==> config.mk <==
export PLATFORM = sky130hd
export DESIGN_NAME = gspwm_core
export DESIGN_NICKNAME = d
export VERILOG_FILES = /design/src/shared/gspwm_pkg.sv /design/src/logic/gspwm_core.sv /design/src/logic/gspwm_sync.sv
export SDC_FILE = /design/constraint.sdc
export NUM_CORES = 1
export LEC_CHECK = 0
export ABC_AREA = 1
export BUFFER_PORTS_ARGS = -buffer_cell sky130_fd_sc_hd__buf_4
export CORE_ASPECT_RATIO = 2
export CORE_MARGIN = 2
export CORE_UTILIZATION = 62
export CTS_CLUSTER_DIAMETER = 60
export DETAILED_ROUTE_END_ITERATION = 16
export PLACE_DENSITY_LB_ADDON = 0.25
export SYNTH_ARGS = -nofsm -noshare
export SYNTH_HDL_FRONTEND = slang
export SYNTH_HIERARCHICAL = 1
export SYNTH_SLANG_ARGS = --single-unit
export TNS_END_PERCENT = 10
==> constraint.sdc <==
create_clock -name i_sys_clk -period 2 [get_ports i_sys_clk]
set_input_delay 0.1 -clock i_sys_clk [delete_from_list [all_inputs] [get_ports i_sys_clk]]
set_output_delay 0.1 -clock i_sys_clk [all_outputs]
set_load 0.1 [all_outputs]
==> src/shared/gspwm_pkg.sv <==
// Purpose: shared constants and carrier types for the grayscale PWM block
// Assumes: 16 channels, 12-bit gray levels, 192-bit packets
// Notes: register map constants are word byte addresses
package gspwm_pkg;
  localparam int unsigned GSPWM_CHANNELS = 16;
  localparam int unsigned GSPWM_LEVEL_W = 12;
  localparam int unsigned GSPWM_PACKET_W = 192;
  localparam int unsigned GSPWM_CORR_W = 6;
  localparam int unsigned GSPWM_FLAG_OT_POS = 16;
  localparam int unsigned GSPWM_CORR_LO = 24;
  localparam int unsigned GSPWM_CORR_HI = 119;
  localparam logic [11:0] GSPWM_COUNT_MAX = 12'hfff;
  localparam logic [11:0] GSPWM_COUNT_ZERO = 12'h000;
  localparam logic [11:0] GSPWM_LEVEL_OFF = 12'h000;
  localparam int unsigned GSPWM_TPD_OPEN_NS = 1510;
  localparam int unsigned GSPWM_CLK_NS = 8;
  // Open-flag settle window, least time rounded up
  localparam int unsigned GSPWM_OPEN_SETTLE_CYC = (GSPWM_TPD_OPEN_NS + GSPWM_CLK_NS - 1) / GSPWM_CLK_NS;

  // Wishbone register map
  localparam logic [7:0] GSPWM_ADDR_CTRL = 8'h00;
  localparam logic [7:0] GSPWM_ADDR_STATUS = 8'h04;
  localparam logic [7:0] GSPWM_ADDR_OPEN = 8'h08;
  localparam logic [7:0] GSPWM_ADDR_COUNT = 8'h0c;
  localparam logic [7:0] GSPWM_ADDR_CORR_BASE = 8'h40;
  localparam logic [7:0] GSPWM_ADDR_CORR_END = 8'h7c;
  localparam int unsigned GSPWM_CTRL_SRC_POS = 0;
  localparam int unsigned GSPWM_CTRL_PROG_POS = 1;
  localparam logic [31:0] GSPWM_CTRL_RESET = 32'h0000_0000;
  localparam logic [5:0] GSPWM_CORR_RESET = 6'h3f;
  localparam logic [31:0] GSPWM_UNMAPPED = 32'h0000_0000;

  typedef struct packed {
    logic sck;
    logic sdi;
    logic latch;
    logic blank;
    logic pclk;
  } gspwm_pins_t;

  typedef struct packed {
    logic cyc;
    logic stb;
    logic we;
    logic [7:0] adr;
    logic [3:0] sel;
    logic [31:0] dat;
  } gspwm_wb_req_t;
endpackage
==> src/logic/gspwm_core.sv <==
// Purpose: sixteen-channel grayscale PWM engine with serial load and status readout
// Assumes: pins are sampled by i_sys_clk; pwm count clock and shift clock are slow
// Notes: correction values and mode come from Wishbone registers
// How it works
// - Twelve-bit level per channel, duty level/4095
// - Packet 192 bits, sent MSB first
// - Program select low: grayscale mode, 192-bit shifter
// - Latch rise copies shifter into gray levels
// - After latch, shifter refilled with status packet
// - Bits 0-15 open flags, bit 16 overtemp
// - Bits 24-119 correction from storage or register
// - Status packet 192 bits, rest reserved zero
// - Serial out shows status MSB, then lower
// - Open flag set on low voltage at turn-on
// - Any valid open flag drives error low
// - PWM cycle starts at blank falling edge
// - First count pulse increments, turns channels on
// - Each later count edge increments counter
// - Channel turns off when level equals count
// - At FFFh counter stops, all outputs off
// - Blank high resets counter, ends cycle
// - Blank high disables outputs, holds counter reset
//
// The implementer's own choices: the register addresses and the Wishbone interface to the registers.
`timescale 1ns/1ns
`default_nettype none
module gspwm_core
  import gspwm_pkg::*;
#(
  parameter int unsigned CHANNELS = GSPWM_CHANNELS,
  parameter int unsigned LEVEL_W = GSPWM_LEVEL_W,
  parameter int unsigned PACKET_W = GSPWM_PACKET_W
) (
  input wire logic i_sys_clk,
  input wire logic i_reset_n,
  input wire logic i_shift_clock,
  input wire logic i_serial_in_line,
  input wire logic i_latch_strobe,
  input wire logic i_blank,
  input wire logic i_pwm_count_clock,
  input wire logic [CHANNELS-1:0] i_output_low_sense,
  input wire logic i_overtemp_sense,
  input wire logic i_wb_cyc,
  input wire logic i_wb_stb,
  input wire logic i_wb_we,
  input wire logic [7:0] i_wb_adr,
  input wire logic [3:0] i_wb_sel,
  input wire logic [31:0] i_wb_dat,
  output logic [31:0] o_wb_dat,
  output logic o_wb_ack,
  output logic o_serial_out_line,
  output logic [CHANNELS-1:0] o_channel_output,
  output logic o_error_output_n
);
  localparam int unsigned CW = GSPWM_CORR_W;

  gspwm_pins_t pins_raw, pins;

  always_comb begin
    pins_raw.sck = i_shift_clock;
    pins_raw.sdi = i_serial_in_line;
    pins_raw.latch = i_latch_strobe;
    pins_raw.blank = i_blank;
    pins_raw.pclk = i_pwm_count_clock;
  end

  gspwm_sync #(
    .WIDTH($bits(gspwm_pins_t))
  ) u_sync (
    .i_sys_clk(i_sys_clk),
    .i_reset_n(i_reset_n),
    .i_async(pins_raw),
    .o_sync(pins)
  );

  typedef enum logic [2:0] {
    PWM_IDLE = 3'b001,
    PWM_RUN = 3'b010,
    PWM_DONE = 3'b100
  } gspwm_pwm_t;

  typedef struct packed {
    gspwm_pins_t prev;
    logic [PACKET_W-1:0] shreg;
    logic [CHANNELS*LEVEL_W-1:0] levels;
    logic [CHANNELS*CW-1:0] corr_reg;
    logic [CHANNELS*CW-1:0] corr_store;
    logic src_sel;
    logic prog_sel;
    gspwm_pwm_t pwm;
    logic [LEVEL_W-1:0] count;
    logic [CHANNELS-1:0] chan;
    logic [CHANNELS-1:0] open_flags;
    logic overtemp;
    logic [CHANNELS-1:0] sense_r;
    logic err_n;
    logic serial_out_line;
    logic ack;
    logic [31:0] rdat;
  } gspwm_st_t;

  gspwm_st_t st_r, st_nxt;
  logic sck_rise, latch_rise, blank_fall, pclk_rise;
  logic [PACKET_W-1:0] status_pkt;
  logic [CHANNELS-1:0] hit;
  logic [CHANNELS-1:0] nonzero;
  logic wb_req;
  logic [3:0] corr_idx;
  logic corr_hit;

  assign sck_rise = pins.sck && !st_r.prev.sck;
  assign latch_rise = pins.latch && !st_r.prev.latch;
  assign blank_fall = !pins.blank && st_r.prev.blank;
  assign pclk_rise = pins.pclk && !st_r.prev.pclk;
  assign wb_req = i_wb_cyc && i_wb_stb && !st_r.ack;
  assign corr_hit = (i_wb_adr >= GSPWM_ADDR_CORR_BASE) && (i_wb_adr <= GSPWM_ADDR_CORR_END);
  assign corr_idx = 4'((i_wb_adr - GSPWM_ADDR_CORR_BASE) >> 2);

  // Per-channel compare and status packet layout
  genvar g;
  generate
    for (g = 0; g < CHANNELS; g++) begin : g_chan
      assign hit[g] = (st_r.levels[g*LEVEL_W +: LEVEL_W] == st_r.count);
      assign nonzero[g] = (st_r.levels[g*LEVEL_W +: LEVEL_W] != GSPWM_LEVEL_OFF);
    end
  endgenerate

  always_comb begin
    status_pkt = '0;
    status_pkt[CHANNELS-1:0] = st_r.open_flags;
    status_pkt[GSPWM_FLAG_OT_POS] = st_r.overtemp;
    status_pkt[GSPWM_CORR_HI:GSPWM_CORR_LO] = st_r.src_sel ? st_r.corr_reg : st_r.corr_store;
  end

  always_comb begin
    st_nxt = st_r;
    st_nxt.prev = pins;
    st_nxt.sense_r = i_output_low_sense;
    st_nxt.overtemp = i_overtemp_sense;

    // Serial path; only live in grayscale mode
    if (!st_r.prog_sel) begin
      if (latch_rise) begin
        st_nxt.levels = st_r.shreg[CHANNELS*LEVEL_W-1:0];
        st_nxt.shreg = status_pkt;
        st_nxt.serial_out_line = status_pkt[PACKET_W-1];
      end else if (sck_rise && !pins.latch) begin
        st_nxt.shreg = {st_r.shreg[PACKET_W-2:0], pins.sdi};
        st_nxt.serial_out_line = st_r.shreg[PACKET_W-2];
      end
    end

    // Counter and outputs
    if (pins.blank) begin
      st_nxt.pwm = PWM_IDLE;
      st_nxt.count = GSPWM_COUNT_ZERO;
      st_nxt.chan = '0;
    end else begin
      unique case (st_r.pwm)
        PWM_IDLE: begin
          if (pclk_rise) begin
            st_nxt.count = st_r.count + LEVEL_W'(1);
            st_nxt.chan = nonzero;
            st_nxt.pwm = PWM_RUN;
          end
        end
        PWM_RUN: begin
          st_nxt.chan = st_r.chan & ~hit;
          if (st_r.count == GSPWM_COUNT_MAX) begin
            st_nxt.chan = '0;
            st_nxt.pwm = PWM_DONE;
          end else if (pclk_rise) begin
            st_nxt.count = st_r.count + LEVEL_W'(1);
          end
        end
        PWM_DONE: begin
          st_nxt.chan = '0;
        end
      endcase
    end

    // Open detection is taken every cycle a channel is on, from one cycle after it turns on
    for (int i = 0; i < int'(CHANNELS); i++) begin
      if (st_r.chan[i] && !st_r.prev.blank && st_r.sense_r[i]) begin
        st_nxt.open_flags[i] = 1'b1;
      end
    end
    if (blank_fall) begin
      st_nxt.open_flags = '0;
    end
    st_nxt.err_n = ~|st_nxt.open_flags;

    // Wishbone slave, one wait state
    st_nxt.ack = wb_req;
    st_nxt.rdat = GSPWM_UNMAPPED;
    if (wb_req) begin
      if (i_wb_we && i_wb_sel[0]) begin
        if (i_wb_adr == GSPWM_ADDR_CTRL) begin
          st_nxt.src_sel = i_wb_dat[GSPWM_CTRL_SRC_POS];
          st_nxt.prog_sel = i_wb_dat[GSPWM_CTRL_PROG_POS];
        end else if (corr_hit) begin
          st_nxt.corr_reg[corr_idx*CW +: CW] = i_wb_dat[CW-1:0];
        end
      end
      if (!i_wb_we) begin
        if (i_wb_adr == GSPWM_ADDR_CTRL) begin
          st_nxt.rdat[GSPWM_CTRL_SRC_POS] = st_r.src_sel;
          st_nxt.rdat[GSPWM_CTRL_PROG_POS] = st_r.prog_sel;
        end else if (i_wb_adr == GSPWM_ADDR_STATUS) begin
          st_nxt.rdat[GSPWM_FLAG_OT_POS] = st_r.overtemp;
          st_nxt.rdat[2:0] = st_r.pwm;
        end else if (i_wb_adr == GSPWM_ADDR_OPEN) begin
          st_nxt.rdat[CHANNELS-1:0] = st_r.open_flags;
        end else if (i_wb_adr == GSPWM_ADDR_COUNT) begin
          st_nxt.rdat[LEVEL_W-1:0] = st_r.count;
        end else if (corr_hit) begin
          st_nxt.rdat[CW-1:0] = st_r.corr_reg[corr_idx*CW +: CW];
        end
      end
    end
  end

  always_ff @(posedge i_sys_clk or negedge i_reset_n) begin
    if (!i_reset_n) begin
      st_r <= '0;
      st_r.pwm <= PWM_IDLE;
      // Matches the synchroniser's reset output so no false blank edge follows reset
      st_r.prev.blank <= 1'b0;
      st_r.corr_reg <= {CHANNELS{GSPWM_CORR_RESET}};
      st_r.corr_store <= {CHANNELS{GSPWM_CORR_RESET}};
      st_r.err_n <= 1'b1;
    end else begin
      st_r <= st_nxt;
    end
  end

  assign o_serial_out_line = st_r.serial_out_line;
  assign o_channel_output = st_r.chan;
  assign o_error_output_n = st_r.err_n;
  assign o_wb_ack = st_r.ack;
  assign o_wb_dat = st_r.rdat;
endmodule
`default_nettype wire

==> src/logic/gspwm_sync.sv <==
// Purpose: three-stage synchroniser with agreement filter for pin inputs
// Assumes: inputs are asynchronous to i_sys_clk
// Notes: output changes only when stages two and three agree
`timescale 1ns/1ns
`default_nettype none
module gspwm_sync #(
  parameter int unsigned WIDTH = 5
) (
  input wire logic i_sys_clk,
  input wire logic i_reset_n,
  input wire logic [WIDTH-1:0] i_async,
  output logic [WIDTH-1:0] o_sync
);
  typedef struct packed {
    logic [WIDTH-1:0] s1;
    logic [WIDTH-1:0] s2;
    logic [WIDTH-1:0] s3;
    logic [WIDTH-1:0] q;
  } gspwm_sync_st_t;

  gspwm_sync_st_t st_r, st_nxt;

  always_comb begin
    st_nxt = st_r;
    st_nxt.s1 = i_async;
    st_nxt.s2 = st_r.s1;
    st_nxt.s3 = st_r.s2;
    for (int i = 0; i < int'(WIDTH); i++) begin
      if (st_r.s2[i] == st_r.s3[i]) begin
        st_nxt.q[i] = st_r.s3[i];
      end
    end
  end

  always_ff @(posedge i_sys_clk or negedge i_reset_n) begin
    if (!i_reset_n) begin
      st_r <= '0;
    end else begin
      st_r <= st_nxt;
    end
  end

  assign o_sync = st_r.q;
endmodule
`default_nettype wire

==> results.toml <==
[timing]
slew_headroom_pct = 55.9
rsz0062_at_grt = "yes"
fin_setup_tns_ns = -0.0977
max_slew.worst_pin.slew_ns = 0.662
finalClockSkew_ns = 0.0148
clock.fmax_mhz = 485
post-route-period-util_pct = 103
hold_viol_final = 0
finalSetupViolations = 3
slew_violations = 0
fin_ws_ns = -0.0639
post-route-min-period_ns = 2.06

[worst_hold_path]
min-delay-path-class = "in2async"

[yosys]
synth_top_area_cell = "dfrtp_1"
syn_area_per_cell_um2 = 8.32
ys_warn_count = 6
ys_async_sr_fraction_pct = 100
yosysUniqueCellTypes = 50
synth-main-ff-cell = "dfrtp_1"
synth-edff-count = 0
synth_top_area_share_pct = 42.1
synth_area_leaders = "dfrtp_1 (42%), nand2_1 (9.7%), o21ai_0 (9.4%), dfstp_2 (8.8%), inv_1 (6.1%)"
syn_inst = 3512
syn-cell-area_um2 = 29200
ys_seq_elements = 589
yosysSeqAreaShare_pct = 50.9

[power_and_ir_drop]
switching_share_pct = 33.6
clockPowerShare_pct = 31.8
p_sw_uw = 10900
powerDensity_nw_per_um2 = 938
power_frac_comb_pct = 25.0
ir_worst_vdd_mv = 0.731
p_int_uw = 21500
p_seq_share_pct = 43.2
leakage_uw = 0.0162

[clocking]
h-tree-depth = 2
cts_tree = "built"
clockRootBuffer = "clkbuf_16"
path_clk_slew_ns = 0.07
clk_latency_ns = 0.60
clk_path_buf_depth = 3
cts_made_buffers = 51
cts_sinks = 589

[worst_setup_path]
critical_path.startpoint = "st_r[84]"
critPathBufInv = 8
critPathCaptureType = "flip-flop"
reg2regPathDepth = 14
worstReg2RegStart = "st_r[84]"
cp.arrival_ns = 2.59
critical_path.startpoint_type = "flip-flop"
cp_top_family = "buffers and inverters"
worst-path-max-fanout = 3
path_depth = 14
crit_type = "reg2reg"
cp_slowest_cell = "dfrtp_1"
path_cells = "ha_2 -> inv_2 -> nor3_4 -> nand3_2 -> buf_6 -> buf_6 -> buf_4 -> buf_4 -> buf_6 -> buf_6 -> buf_4 -> nand2_2 -> nand4_1 -> o21ai_1"
crit_top_cell = "buf_6"
cp.required_ns = 2.52
r2r_slack_ns = -0.06
rr_endpoint = "st_r[90]"
endpoint = "st_r[90]"
max_stage_delay_ns = 0.38

[layout]
layout-drive-gt1-share_pct = 17.6
final_cell_mix = "nand2_1 (743), o21ai_0 (538), dfrtp_1 (491)"
fill_cells = 3443
antenna_cells = 0
post-route-util_pct = 74.1
finalNonFillerCells = 4402
nets = 3821
final_common_cell = "nand2_1"
area_growth_pct = 18.1

[placed_design]
place_inst = 4261
portBuffers = 77
dp_hpwl_mm = 70.1
gp_congestion = 1.04

[floorplanning]
ios = 122
die_area_um2 = 49000
chipWidth_um = 157
initial_core_util_pct = 62.8
die_h_um = 311
coreArea_um2 = 46500
num_rows = 112

[drt]
drt.antenna.violating_nets = 0
drtIter0Drc = 2454
vias_per_cell = 5.91
route.detailed.drc = 0
drt-total-wl_mm = 97.8
num_vias = 26000
dr.pass1.iters = 6
wire_per_inst_um = 22.2

[job]
maxCapViolCount = 0

[global_routing]
grt_pass1_vias = 26800
grt_pass1_wl_mm = 149
grt_usage_pct = 40.5
grt_max_degree = 126
grt_overflow = 0
grt_antenna_before_repair = 0

[outcome]
violations = "negative setup slack"
status = "complete, but fails checks"
[final cells by class]
| class | instances | area [µm²] | area share [%] |
|---|---|---|---|
| Clock buffer | 78 | 1550 | 4.50 |
| Clock inverter | 15 | 180 | 0.523 |
| Inverter | 490 | 1870 | 5.41 |
| Multi-Input combinational cell | 2205 | 11600 | 33.7 |
| Sequential cell | 589 | 14900 | 43.1 |
| Tap cell | 627 | 785 | 2.28 |
| Timing Repair Buffer | 398 | 3620 | 10.5 |
[layer usage]
| metal | share of wire, % | wire length [µm] | GRT usage [%] | vias to the layer above |
|---|---|---|---|---|
| li1 | - | - | - | 11800 |
| met1 | 33 | 32600 | 43.0 | 12500 |
| met2 | 49 | 48200 | 68.1 | 1201 |
| met3 | 6.4 | 6260 | 6.14 | 491 |
| met4 | 11 | 10800 | 36.7 | 0 |
| met5 | 0 | 0 | 0 | - |
[power groups by stage]
stage	Clock [µW]	Combinational, µW	Sequential, µW
floorplan	0	4760	13800
global placement	0	7380	14100
detailed placement	0	7560	14100
CTS	10400	7750	13900
global route	10900	8690	14000
finish	10300	8090	14000
[what timing repair did]
action                                 4_1_cts  5_1_grt
buffers inserted                            13        2
cloned                                       1        0
setup endpoints to repair                    5       83
hold buffers                                32        0
gates resized for setup                     13       58
endpoints found under the hold margin      523        0
pin swaps                                    4        8
[cell usage after synthesis, drive strengths merged, types with 2 or more instances]
cell type,count
a211oi,6
a21oi,90
a221o,2
a221oi,5
a22oi,13
a31oi,18
buf,134
clkbuf,108
clkinv,2
dfrtp,491
dfstp,98
ha,15
inv,488
nand2,774
nand3,102
nand3b,2
nand4,73
nor2,108
nor3,42
nor4,43
o211ai,4
o21a,2
o21ai,626
o21bai,2
o22ai,80
o2bb2ai,11
o311ai,4
o31ai,3
xnor2,4
xor2,159
[worst min-delay path by stage]
stage	to	cells after the start	from	slack [ns]
detailed placement	u_sync/st_nxt[11]	1	i_reset_n	0.10
global route	u_sync/st_nxt[11]	2	i_reset_n	0.13
CTS	u_sync/st_nxt[11]	2	i_reset_n	0.07
floorplan	o_channel_output[0]	0	i_reset_n	-0.20
finish	u_sync/st_nxt[11]	2	i_reset_n	0.1
global placement	u_sync/st_nxt[11]	1	i_reset_n	0.10
[sequential cells by signal, summed over array words and instances (netlist names)]
register	cells
st_r	534
o_wb_dat	17
o_channel_output	16
u_sync/st_nxt	10
u_sync/o_sync	5
u_sync/st_r	5
o_error_output_n	1
o_wb_ack	1
[per-stage QoR]
stage / cell area, µm² / total power (µW) / worst slack, ns / hold slack [ns]
after global placement: 32100 / 21500 / -0.650 / 0.103
final: 34500 / 32400 / -0.0639 / 0.0969
after CTS: 34300 / 32000 / -0.0653 / 0.0741
after detailed placement: 32100 / 21700 / -0.678 / 0.101
after floorplan: 29400 / 18600 / -0.254 / -0.196
after global routing: 34500 / 33600 / -0.144 / 0.129
[worst register-to-register path, delay by kind of cell, from the launching register on]
family	cells	cell delay [ns]
buffers and inverters	8	0.88
and+or+nand+nor	4	0.46
DFF	1	0.38
adders and majority gates	1	0.18
AOI/OAI and AO/OA	1	0.10
[cell families (layout without fill, tap and decap cells)]
| kind of cell | count (synthesis) | after routing | synth area share, % |
|---|---|---|---|
| compound gates | 866 | 866 | 15.9 |
| flops | 589 | 589 | 50.9 |
| xor+xnor | 163 | 163 | 4.89 |
| other cells | 1 | 15 | 0.0128 |
| fa+ha+maj | 15 | 15 | 0.643 |
| mux | 1 | 1 | 0.0386 |
| simple gates | 1145 | 1145 | 17.2 |
| buf+inv | 732 | 981 | 10.4 |
Power figures use the tool's default switching activity.
